File: src/bjrd_defs.vh
`ifndef BJRD_DEFS_VH
`define BJRD_DEFS_VH
// jump sequence states (one per read cycle after restart)
`define BJRD_ST_OPCODE 2'b00
`define BJRD_ST_ADDR_LO 2'b01
`define BJRD_ST_ADDR_HI 2'b10
`define BJRD_ST_DONE 2'b11
// unconditional jump opcode and restart opcode base
`define BJRD_OP_JUMP 8'hc3
`define BJRD_OP_RESTART 8'hc7
// rom decode: compare top six address bits, 1K window
`define BJRD_ROM_MSB 15
`define BJRD_ROM_LSB 10
// wait cycles inserted per rom access
`define BJRD_ROM_WAIT_CYC 1
`endif

File: src/bjrd_rom_decode.v
`timescale 1ns/1ps
`include "bjrd_defs.vh"
// =====================================================
// rom select decoder with one wait state
module bjrd_rom_decode (
    // clock and reset
    input wire clk_sys_i,
    input wire rst_n_i,
    // cpu cycle
    input wire [15:0] addr_i,
    input wire mem_rd_i,
    input wire cycle_start_i,
    input wire [5:0] base_i,
    // results
    output wire hit_o,
    output reg wait_o
);
    reg waited_q; // wait already served in this access
    // bitwise compare of the six high bits, memory reads only
    assign hit_o = mem_rd_i &&
        (addr_i[`BJRD_ROM_MSB:`BJRD_ROM_LSB] == base_i);
    // =====================================================
    // one wait cycle per access; cleared when a new cycle starts
    always @(posedge clk_sys_i) begin
        if (!rst_n_i) begin
            wait_o <= 1'b0;
            waited_q <= 1'b0;
        end else if (cycle_start_i) begin
            wait_o <= 1'b0;
            waited_q <= 1'b0;
        end else if (hit_o && !waited_q) begin
            wait_o <= 1'b1;
            waited_q <= 1'b1;
        end else begin
            wait_o <= 1'b0; // other memory runs at full speed
        end
    end
endmodule // bjrd_rom_decode

File: src/bjrd_boot_jump.v
`timescale 1ns/1ps
`include "bjrd_defs.vh"
// What this block does
// - jump to jumper address after reset
// - restart clears sequence counter to first state
// - advance one state per read, four states
// - fourth state flags done and holds
// - done suppresses injection until next restart
// - first three states drive jump bytes
// - opcode from interrupt generator in jump mode
// - byte select picks target bytes, states two-three
// - auto-jump removable by build option
// - rom base on any 1K boundary
// - rom enable on reads matching six bits
// - rom access gets a wait state
// - rom drives data bus, receivers off
module bjrd_boot_jump #(
    parameter AUTO_JUMP_EN = 1 // build option: 0 omits the auto-jump
) (
    // clock and reset (reset is the restart condition)
    input wire clk_sys_i,
    input wire rst_n_i,
    // cpu cycle, asynchronous to this clock, synchronised here
    input wire [15:0] addr_i,
    input wire mem_rd_i,
    input wire rd_i,
    input wire int_ack_i,
    // jumper settings
    input wire [15:0] jump_target_i,
    input wire [5:0] rom_base_i,
    // data sources
    input wire [7:0] ext_data_i,
    input wire [7:0] rom_data_i,
    input wire [2:0] int_level_i,
    // outputs to cpu
    output reg [7:0] cpu_data_bus_o,
    output reg local_rom_enable_o,
    output reg ext_rx_enable_o,
    output reg cpu_ready_o,
    output reg jump_sequence_done_o,
    output reg target_byte_select_o
);
    // =====================================================
    // timing overview
    // every pin but rst_n_i passes two flip-flops before logic reads it, and every
    // output is registered, so the data bus and enables react on the third
    // edge after the pin that caused it; jump_sequence_done_o, target_byte_select_o
    // and cpu_ready_o react later. the cpu holds its read strobe for several of
    // our clocks, so this delay costs nothing but latency.
    // a read cycle is seen twice: its rising edge restarts the rom wait
    // logic, and its falling edge moves the jump counter on. advancing at
    // the end keeps the injected byte steady for the whole read, at the
    // price of one idle gap being needed between two reads.
    // the injected jump wins over the rom: a rom placed over the restart
    // address would otherwise answer the first fetch instead of the jump.
    // the shared byte generator answers interrupt acknowledge only once the
    // jump is done, so a stray acknowledge during boot cannot corrupt it.
    // =====================================================
    // input synchronisers: first stage read only by second
    reg [15:0] addr_m_q, addr_s_q;
    reg mem_rd_m_q, mem_rd_s_q, rd_m_q, rd_s_q, inta_m_q, inta_s_q;
    reg rd_prev_q; // for read-cycle edge detect
    reg [1:0] state_q; // jump sequence counter
    reg [1:0] state_d;
    always @(posedge clk_sys_i) begin
        if (!rst_n_i) begin
            addr_m_q <= 16'h0000;
            addr_s_q <= 16'h0000;
            mem_rd_m_q <= 1'b0;
            mem_rd_s_q <= 1'b0;
            rd_m_q <= 1'b0;
            rd_s_q <= 1'b0;
            inta_m_q <= 1'b0;
            inta_s_q <= 1'b0;
            rd_prev_q <= 1'b0;
        end else begin
            addr_m_q <= addr_i;
            addr_s_q <= addr_m_q;
            mem_rd_m_q <= mem_rd_i;
            mem_rd_s_q <= mem_rd_m_q;
            rd_m_q <= rd_i;
            rd_s_q <= rd_m_q;
            inta_m_q <= int_ack_i;
            inta_s_q <= inta_m_q;
            rd_prev_q <= rd_s_q;
        end
    end
    wire rd_start = rd_s_q && !rd_prev_q; // one pulse per read cycle
    wire rd_end = !rd_s_q && rd_prev_q; // read cycle finished
    // =====================================================
    // jumper and data synchronisers
    // jumpers are static in use, but they are still pins: they pass the same
    // two stages as the cpu strobes, so a jumper moved while running can
    // never feed a half-settled value into the byte mux or the rom compare
    reg [15:0] target_m_q, target_s_q; // jump target
    reg [5:0] base_m_q, base_s_q; // rom base
    reg [7:0] ext_m_q, ext_s_q; // external read data
    reg [7:0] romd_m_q, romd_s_q; // rom read data
    reg [2:0] level_m_q, level_s_q; // interrupt level
    always @(posedge clk_sys_i) begin
        if (!rst_n_i) begin
            // constants only, so reset never depends on a pin
            target_m_q <= 16'h0000;
            target_s_q <= 16'h0000;
            base_m_q <= 6'h00;
            base_s_q <= 6'h00;
            ext_m_q <= 8'h00;
            ext_s_q <= 8'h00;
            romd_m_q <= 8'h00;
            romd_s_q <= 8'h00;
            level_m_q <= 3'h0;
            level_s_q <= 3'h0;
        end else begin
            // first stage is read only by the second
            target_m_q <= jump_target_i;
            target_s_q <= target_m_q;
            base_m_q <= rom_base_i;
            base_s_q <= base_m_q;
            ext_m_q <= ext_data_i;
            ext_s_q <= ext_m_q;
            romd_m_q <= rom_data_i;
            romd_s_q <= romd_m_q;
            level_m_q <= int_level_i;
            level_s_q <= level_m_q;
        end
    end
    // =====================================================
    // sequence counter; a build without the option goes to done on the first clock after restart
    wire aj_on = (AUTO_JUMP_EN != 0);
    always @* begin
        state_d = state_q;
        if (!aj_on)
            state_d = `BJRD_ST_DONE;
        else if (rd_end && state_q != `BJRD_ST_DONE)
            state_d = state_q + 2'b01; // advance after each read
    end
    always @(posedge clk_sys_i) begin
        if (!rst_n_i)
            state_q <= `BJRD_ST_OPCODE; // restart begins again
        else
            state_q <= state_d;
    end
    wire done = (state_q == `BJRD_ST_DONE);
    wire inject = !done && rd_s_q;
    wire sel_addr = (state_q == `BJRD_ST_ADDR_LO) || (state_q == `BJRD_ST_ADDR_HI);
    // =====================================================
    // rom decoder: wait resets on each new read cycle
    wire rom_hit;
    wire rom_wait;
    bjrd_rom_decode u_rom (
        .clk_sys_i(clk_sys_i),
        .rst_n_i(rst_n_i),
        .addr_i(addr_s_q),
        .mem_rd_i(mem_rd_s_q),
        .cycle_start_i(rd_start),
        .base_i(base_s_q),
        .hit_o(rom_hit),
        .wait_o(rom_wait)
    );
    // shared byte generator: restart opcode or jump opcode
    wire [7:0] vec_byte = (inta_s_q && done) ?
        (`BJRD_OP_RESTART | {2'b00, level_s_q, 3'b000}) : `BJRD_OP_JUMP;
    // =====================================================
    // data mux and registered outputs
    reg [7:0] data_d;
    always @* begin
        if (inject) begin
            case (state_q)
                `BJRD_ST_OPCODE: data_d = vec_byte;
                `BJRD_ST_ADDR_LO: data_d = target_s_q[7:0];
                `BJRD_ST_ADDR_HI: data_d = target_s_q[15:8];
                default: data_d = ext_s_q; // unreachable while injecting
            endcase
        end else if (inta_s_q) begin
            // acknowledge after boot: restart opcode from the generator
            data_d = vec_byte;
        end else if (rom_hit) begin
            data_d = romd_s_q; // rom drives the bus directly
        end else begin
            // plain read, or idle: the external bus is passed through
            data_d = ext_s_q;
        end
    end
    always @(posedge clk_sys_i) begin
        if (!rst_n_i) begin
            cpu_data_bus_o <= 8'h00;
            local_rom_enable_o <= 1'b0;
            ext_rx_enable_o <= 1'b0;
            cpu_ready_o <= 1'b1;
            jump_sequence_done_o <= 1'b0;
            target_byte_select_o <= 1'b0;
        end else begin
            cpu_data_bus_o <= data_d;
            local_rom_enable_o <= rom_hit && !inject;
            // receivers only for external reads, never rom or injected bytes
            ext_rx_enable_o <= rd_s_q && !rom_hit && !inject && !inta_s_q;
            cpu_ready_o <= !(rom_wait && !inject);
            jump_sequence_done_o <= done;
            target_byte_select_o <= sel_addr && aj_on;
        end
    end
endmodule // bjrd_boot_jump

File: config.mk
export PLATFORM = sky130hd
export DESIGN_NAME = bjrd_boot_jump
export DESIGN_NICKNAME = d
export VERILOG_FILES = /design/src/bjrd_rom_decode.v /design/src/bjrd_boot_jump.v
export VERILOG_INCLUDE_DIRS = /design/src
export SDC_FILE = /design/constraint.sdc
export NUM_CORES = 1
export LEC_CHECK = 0
export BUFFER_PORTS_ARGS = -buffer_cell sky130_fd_sc_hd__buf_2
export CAP_MARGIN = 10
export CORE_MARGIN = 2
export CORE_UTILIZATION = 35
export CTS_CLUSTER_DIAMETER = 60
export DETAILED_ROUTE_END_ITERATION = 10
export SLEW_MARGIN = 0
export SYNTH_ARGS = -nofsm -noshare
export SYNTH_HDL_FRONTEND = slang
export SYNTH_SLANG_ARGS = --single-unit
File: constraint.sdc
create_clock -name clk_sys_i -period 2.1 [get_ports clk_sys_i]
set_clock_uncertainty 0.2 [all_clocks]
set_input_delay 0.42 -clock clk_sys_i [delete_from_list [all_inputs] [get_ports clk_sys_i]]
set_output_delay 0.42 -clock clk_sys_i [all_outputs]
set_load 0.02 [all_outputs]
==> reports/metrics.yaml, run 1 <==
cts_tree: "built"
num_antenna_cells: 0
fin_crit_sh_pct: 93.0
io_pins: 75
ys_types: 34
grt_pass1_wl_um: 12100
synth_fp_nets: 411
dpl.hpwl_um: 4600
critPathArrivalTime_ns: 2.13
final_common_cell: "dfxtp_1"
leakagePower_uw: 0.00225
setup_violations: 0
hold_viol: 0
viasPerCell: 4.30
postCtsSetupBuffers: 0
fp.coreArea_mm2: 0.0104
status: "finished, final reports clean"
grt_usage_pct: 13.8
reg2regPathDepth: 6
path_class: "flop to flop"
synth_edf_count: 0
hold_path_end: "cpu_ready_o$_SDFF_PN1_"
drc: 0
tightest_slew_ns: 0.636
hold_class: "primary input to flop"
clk_pin_slew_ns: 0.06
grt_pass1_vias: 2645
initial_core_util_pct: 36.2
grt_max_degree: 46
rsz0062_at_grt: "no"
fin_crit_ns: 1.95
cp_data_required_time_ns: 2.28
io_buffers: 64
insertion_delay_ns: 0.51
die_x_um: 108
syn_to_final_growth_pct: 40.8
gr-total-overflow: 0
cts_made_buffers: 17
ir_drop_mv: 0.396
ys_seq_elements: 118
netlist.area_leader.share_pct: 62.6
p_per_area_mw_per_mm2: 1020
multiInputGateArea_mm2: 0.00132
fmax_mhz: 512
async_flop_share_pct: 0
whs_path_depth: 2
ys_warn_count: 0
place_ws_ns: 0.0999
syn_inst: 344
synthTopCellsByArea: "dfxtp_1 63%, and2_1 17%, clkbuf_1 2.0%"
synth_ff_type: "dfxtp_1"
fillers: 924
synth-seq-area-share_pct: 62.6
vias: 2625
die_y_um: 108
holdCritStartpoint: "rst_n_i"
final.setup.tns_ns: 0
cts-root-buf: "clkbuf_8"
routed_wirelength_um: 7270
cp_max_fo: 8
clock_sinks: 118
setup_ws_ns: 0.148
drive_gt1_share_pct: 23.2
ctsHtreeMaxLevel: 4
yosysTopAreaCell: "dfxtp_1"
regToRegStartpoint: "state_q[1]$_SDFFE_PN0P_"
rows: 37
synth_area_mm2: 0.00377
layout_common_cells: "118 x dfxtp_1, 104 x and2_1, 64 x buf_2"
final_nets: 529
antenna_found_initial: 0
final_max_slew_viol_count: 0
r2r-end: "cpu_data_bus_o[6]$_SDFF_PN0_"
relSlewSlack_pct: 57.2
avgRoutedWirePerCell_um: 11.9
syn_area_per_cell_um2: 11.0
drtIter0Drc: 127
cp-start-kind: "flop"
cts_buffer_depth: 2
postRouteAntennaNets: 0
dieArea_mm2: 0.0116
seqCellArea_mm2: 0.00236
cap_violations: 0
gp_congestion: 0.742
rrSetupSlack_ns: 0.15
first_pass_iters: 4
end_kind: "flop"
[cells in the mapped netlist (all sizes together), types with 2 or more instances]
library cell	n
nor3b	2
a211oi	4
and2	104
nand4b	2
a221o	5
nand2	9
nor2b	2
nor4	4
nand3	10
o211ai	3
xnor2	4
ha	5
mux2	4
a31oi	6
nor2	7
nor3	3
a22oi	4
clkbuf	20
buf	2
xor2	3
a21oi	2
o21ai	9
inv	3
nand2b	2
dfxtp	118
[state kept, by name, summed over array words and instances (netlist names), 6 cells and up]
| register | flops |
|---|---|
| addr_m_q | 6 |
| addr_s_q | 6 |
| base_m_q | 6 |
| base_s_q | 6 |
| cpu_data_bus_o | 8 |
| ext_m_q | 8 |
| ext_s_q | 8 |
| romd_m_q | 8 |
| romd_s_q | 8 |
| target_m_q | 16 |
| target_s_q | 16 |
[worst max-delay path, stage by stage (launching register included)]
cell and delay [ns]:
dfxtp_1 0.38, inv_1 0.09, ha_1 0.28, a221o_1 0.36, mux2_2 0.27, o21ai_0 0.18
a211oi_1 0.07
[metrics by stage]
| step | util [%] | area, um^2 | hold WS (ns) | power [uW] | std cells |
|---|---|---|---|---|---|
| 2_1_floorplan | - | 3770 | 0.153 | 2560 | 344 |
| 3_3_place_gp | 40.6 | 4230 | 0.165 | 2660 | 529 |
| 3_5_place_dp | 40.6 | 4230 | 0.173 | 2670 | 529 |
| 4_1_cts | 51.0 | 5310 | 0.0935 | 5490 | 611 |
| 5_1_grt | 51.0 | 5320 | 0.112 | 5650 | 611 |
| 6_report | 51.0 | 5320 | 0.117 | 5430 | 611 |
[layout make-up]
cell class | instances | share of cell area [%]
multi-input cells | 201 | 24.8
inverters | 3 | 0.212
flip-flops and latches | 118 | 44.4
repair buffers | 121 | 16.4
well taps | 136 | 3.20
clock buffers | 18 | 8.05
clock inverters | 14 | 2.82
[per-layer routing]
layer / GRT usage, % / up-vias / share of wire, %
met5: 0 / - / 0
met4: 6.68 / 0 / 1.7
met3: 5.27 / 9 / 4.3
met2: 21.3 / 79 / 47
met1: 16.8 / 1168 / 47
li1: - / 1369 / -
[power breakdown]
group / internal, uW / leakage, uW / switching [uW] / total [uW]
combinational: 182 / 0.000997 / 130 / 313
sequential: 2340 / 0.000974 / 33.7 / 2380
clock: 1720 / 0.000278 / 1010 / 2740
[cell families (layout without fill, tap and decap cells)]
logic type | after synthesis | in the layout | synth area share, %
adders and majority gates | 5 | 5 | 1.66
AOI/OAI and AO/OA | 34 | 34 | 6.20
muxes | 4 | 4 | 1.19
xor gates and xnor gates | 7 | 7 | 1.82
DFF | 118 | 118 | 62.6
and+or+nand+nor | 151 | 151 | 24.0
buffers and inverters | 25 | 156 | 2.52
[worst max path at each step]
stage                                   end  cells past startpoint                    start  slack [ns]
4_1_cts        cpu_data_bus_o[6]$_SDFF_PN0_                      6  state_q[0]$_SDFFE_PN0P_        0.08
5_1_grt        cpu_data_bus_o[2]$_SDFF_PN0_                      6  state_q[1]$_SDFFE_PN0P_        0.03
6_report       cpu_data_bus_o[6]$_SDFF_PN0_                      6  state_q[1]$_SDFFE_PN0P_        0.15
2_1_floorplan  cpu_data_bus_o[0]$_SDFF_PN0_                      7  state_q[0]$_SDFFE_PN0P_        0.25
3_5_place_dp   cpu_data_bus_o[6]$_SDFF_PN0_                      6  state_q[0]$_SDFFE_PN0P_         0.1
3_3_place_gp   cpu_data_bus_o[2]$_SDFF_PN0_                      6  state_q[0]$_SDFFE_PN0P_        0.19
[repair_timing]
| item | CTS | global route |
|---|---|---|
| hold endpoints to repair | 50 | 0 |
| gates resized for setup | 0 | 1 |
| hold buffers | 50 | 0 |
| setup endpoints to repair | 0 | 2 |
Power figures use the tool's default switching activity.
==> run 2: changes to the inputs <==
--- a/config.mk
+++ b/config.mk
@@ -6,6 +6,7 @@
 export SDC_FILE = /design/constraint.sdc
 export NUM_CORES = 1
 export LEC_CHECK = 0
+export ABC_AREA = 1
 export BUFFER_PORTS_ARGS = -buffer_cell sky130_fd_sc_hd__buf_2
 export CAP_MARGIN = 10
 export CORE_MARGIN = 2
==> run 2 against run 1 <==
Effect of this change: routed wire length increased by 2.6%; critical path depth increased by 2; die area increased by 7.7%; final cell count increased by 27%; non-clock buffer count down 24; clock power is 7% higher; worst hold slack lost 0.10 ns; critical endpoint is now cpu_data_bus_o[0]$_SDFF_PN0_; largest cell class unchanged; largest power group unchanged.
==> reports/metrics.yaml, run 2 <==
status: "finished, final reports clean"  # unchanged
netlist_top_cells_count: "167 x nand2_1, 141 x inv_1, 118 x dfxtp_1, 17 x nand3_1, 15 x a21oi_1"  # was 118 x dfxtp_1, 104 x and2_1, 20 x clkbuf_1, 10 x nand3_1
cap_violations: 0  # unchanged
insertion_delay_ns: 0.39  # was 0.51 ns
ir_drop_mv: 0.457  # was 0.396 mV
synth-seq-area-share_pct: 57.9  # was 62.6%
power.total_uw: 5620  # was 5430 uW
cp_cell_sequence: "inv_1 > ha_1 > nor2_1 > nand3_1 > o21ai_0 > a21oi_1 > nand2_1 > inv_1"  # was inv_1 > ha_1 > a221o_1 > mux2_2 > o21ai_0 > a211oi_1
clock_sinks: 118  # unchanged
antenna_found_initial: 0  # unchanged
synth_edf_count: 0  # unchanged
drive_gt1_share_pct: 17.0  # was 23.2%
syn_to_final_growth_pct: 33.8  # was 40.8%
synth_ff_type: "dfxtp_1"  # unchanged
path_class: "flop to flop"  # unchanged
tightest_slew_ns: 0.395  # was 0.636 ns
dpl.hpwl_um: 5220  # was 4600 um
vias: 3123  # was 2625
die_x_um: 112  # was 108 um
viasPerCell: 4.04  # was 4.30
grt_pass1_vias: 3069  # was 2645
initial_core_util_pct: 35.9  # was 36.2%
syn_inst: 520  # was 344
final_max_slew_viol_count: 0  # unchanged
fmax_mhz: 591  # was 512 MHz
reg_top3: "target_m_q (16), target_s_q (16)"  # unchanged
drc: 0  # unchanged
final_util_pct: 48.0  # was 51.0%
gr-total-overflow: 0  # unchanged
intPower_uw: 4540  # was 4250 uW
pwr-share-clk_pct: 51.9  # was 50.4%
leakagePower_uw: 0.00317  # was 0.00225 uW
hold_viol: 0  # unchanged
cts_made_buffers: 17  # unchanged
final_common_cell: "nand2_1"  # was dfxtp_1
setup_violations: 0  # unchanged
postRouteAntennaNets: 0  # unchanged
fin_crit_sh_pct: 80.5  # was 93.0%
comb_power_share_pct: 5.7  # was 5.8%
rsz0062_at_grt: "no"  # unchanged
ys_types: 25  # was 34
hold_class: "primary input to flop"  # unchanged
p_sw_share_pct: 19.1  # was 21.7%
clk_pin_slew_ns: 0.05  # was 0.06 ns
cts-root-buf: "clkbuf_16"  # was clkbuf_8
rrSetupSlack_ns: 0.41  # was 0.15 ns
cp-start-kind: "flop"  # unchanged
fp.coreArea_mm2: 0.0114  # was 0.0104 mm^2
p_per_area_mw_per_mm2: 1030  # was 1020 mW/mm^2
grt_usage_pct: 12.8  # was 13.8%
yosysTopAreaCell: "dfxtp_1"  # unchanged
cts_tree: "built"  # unchanged
io_pins: 75  # unchanged
final.setup.tns_ns: 0  # unchanged
crit_top_cell: "inv_1"
dieArea_mm2: 0.0125  # was 0.0116 mm^2
cp_max_fo: 4  # was 8
ys_seq_elements: 118  # unchanged
end_kind: "flop"  # unchanged
synthTopCellsByArea: "dfxtp_1 58%, nand2_1 15%, inv_1 13%"  # was dfxtp_1 63%, and2_1 17%, clkbuf_1 2.0%
avgRoutedWirePerCell_um: 9.65  # was 11.9 um
seq_power_share_pct: 42.4  # was 43.8%
gp_congestion: 0.825  # was 0.742
place_ws_ns: 0.431  # was 0.0999 ns
ys_warn_count: 0  # unchanged
max_stage_delay_ns: 0.39  # was 0.38 ns
netlist.area_leader.share_pct: 57.9  # was 62.6%
routed_wirelength_um: 7460  # was 7270 um
cts_buffer_depth: 2  # unchanged
rows: 39  # was 37
fin_area_mm2: 0.00546  # was 0.00532 mm^2
critPathArrivalTime_ns: 1.78  # was 2.13 ns
num_antenna_cells: 0  # unchanged
synth_fp_nets: 587  # was 411
drtIter0Drc: 130  # was 127
grt_max_degree: 35  # was 46
relSlewSlack_pct: 73.5  # was 57.2%
io_buffers: 64  # unchanged
fin_crit_ns: 1.69  # was 1.95 ns
slowest_stage: "dfxtp_1"  # unchanged
die_y_um: 112  # was 108 um
cp_data_required_time_ns: 2.19  # was 2.28 ns
async_flop_share_pct: 0  # unchanged
layout_common_cells: "167 x nand2_1, 141 x inv_1, 118 x dfxtp_1"  # was 118 x dfxtp_1, 104 x and2_1, 64 x buf_2
first_pass_iters: 4  # unchanged
syn_area_per_cell_um2: 7.84  # was 11.0 um^2
place_area_mm2: 0.00454  # was 0.00423 mm^2
yosysMostFrequentCell: "nand2_1"  # was dfxtp_1
grt_pass1_wl_um: 12800  # was 12100 um
ctsHtreeMaxLevel: 4  # unchanged
p_sw_uw: 1080  # was 1180 uW
setup_ws_ns: 0.409  # was 0.148 ns
final_nets: 689  # was 529
synth_area_mm2: 0.00408  # was 0.00377 mm^2
==> run 2: cell types whose count changed after synthesis, moves of 4 or more <==
cell      change
mux2_2        -4
nand2_1     +158
nand3_1       +7
clkbuf_1     -14
inv_1       +138
a21oi_1      +13
a22oi_1       -4
a31oi_1       -6
a211oi_1      -4
and2_1      -104
a221o_1       -5
==> run 2: kinds of logic (layout without fill, tap and decap cells) <==
logic type | after synthesis | in the layout | share of synthesized area, %
buf+inv | 159 | 269 | 14.8
compound gates | 34 | 34 | 4.60
fa+ha+maj | 5 | 5 | 1.53
simple gates | 204 | 204 | 21.1
flops | 118 | 118 | 57.9
==> run 2: cell type report <==
type	instances	area, um^2
Fill cell	1084	5910
Clock inverter	3	90.1
Multi-Input combinational cell	243	1110
Timing Repair Buffer	97	646
Clock buffer	24	522
Inverter	145	544
Sequential cell	118	2360
Tap cell	143	179
==> run 2: worst paths after layout <==
check                          startpoint                           end  cells past startpoint
setup / recovery  state_q[0]$_SDFFE_PN0P_  cpu_data_bus_o[0]$_SDFF_PN0_                      8
setup reg to reg  state_q[0]$_SDFFE_PN0P_  cpu_data_bus_o[0]$_SDFF_PN0_                      8
hold / removal              ext_data_i[0]         ext_m_q[0]$_SDFF_PN0_                      3
hold reg to reg   u_rom.wait_o$_SDFF_PP0_        cpu_ready_o$_SDFF_PN1_                      1
==> run 2: critical path, delay by kind of cell, from the launching register on <==
family	cells	cell delay (ns)
simple gates	3	0.43
flops	1	0.39
fa+ha+maj	1	0.23
compound gates	2	0.20
buf+inv	2	0.15
==> run 2: power groups by stage <==
stage | Combinational, uW | Clock (uW) | Sequential [uW]
final | 321 | 2920 | 2380
after global routing | 369 | 3070 | 2390
after CTS | 324 | 2970 | 2380
after detailed placement | 279 | 0 | 2430
after global placement | 276 | 0 | 2430
after floorplan | 173 | 0 | 2430
==> run 2: metal layers <==
layer	up-vias	part of all wire [%]	GRT usage (%)
met5	-	0	0
li1	1681	-	-
met3	8	4.5	4.57
met4	0	1.6	5.93
met2	59	48	22.5
met1	1375	46	13.9
==> run 2: what timing repair did <==
action | 4_1_cts | 5_1_grt
resized for setup | 0 | 0
hold buffers | 30 | 0
endpoints found under the hold margin | 30 | 0
setup buffers | 0 | 0
==> run 2: stage by stage <==
step,hold WS (ns),instances
finish,0.0144,773
global route,0.0118,773
floorplan,0.151,520
global placement,0.160,716
CTS,0.0000367,773
detailed placement,0.161,716
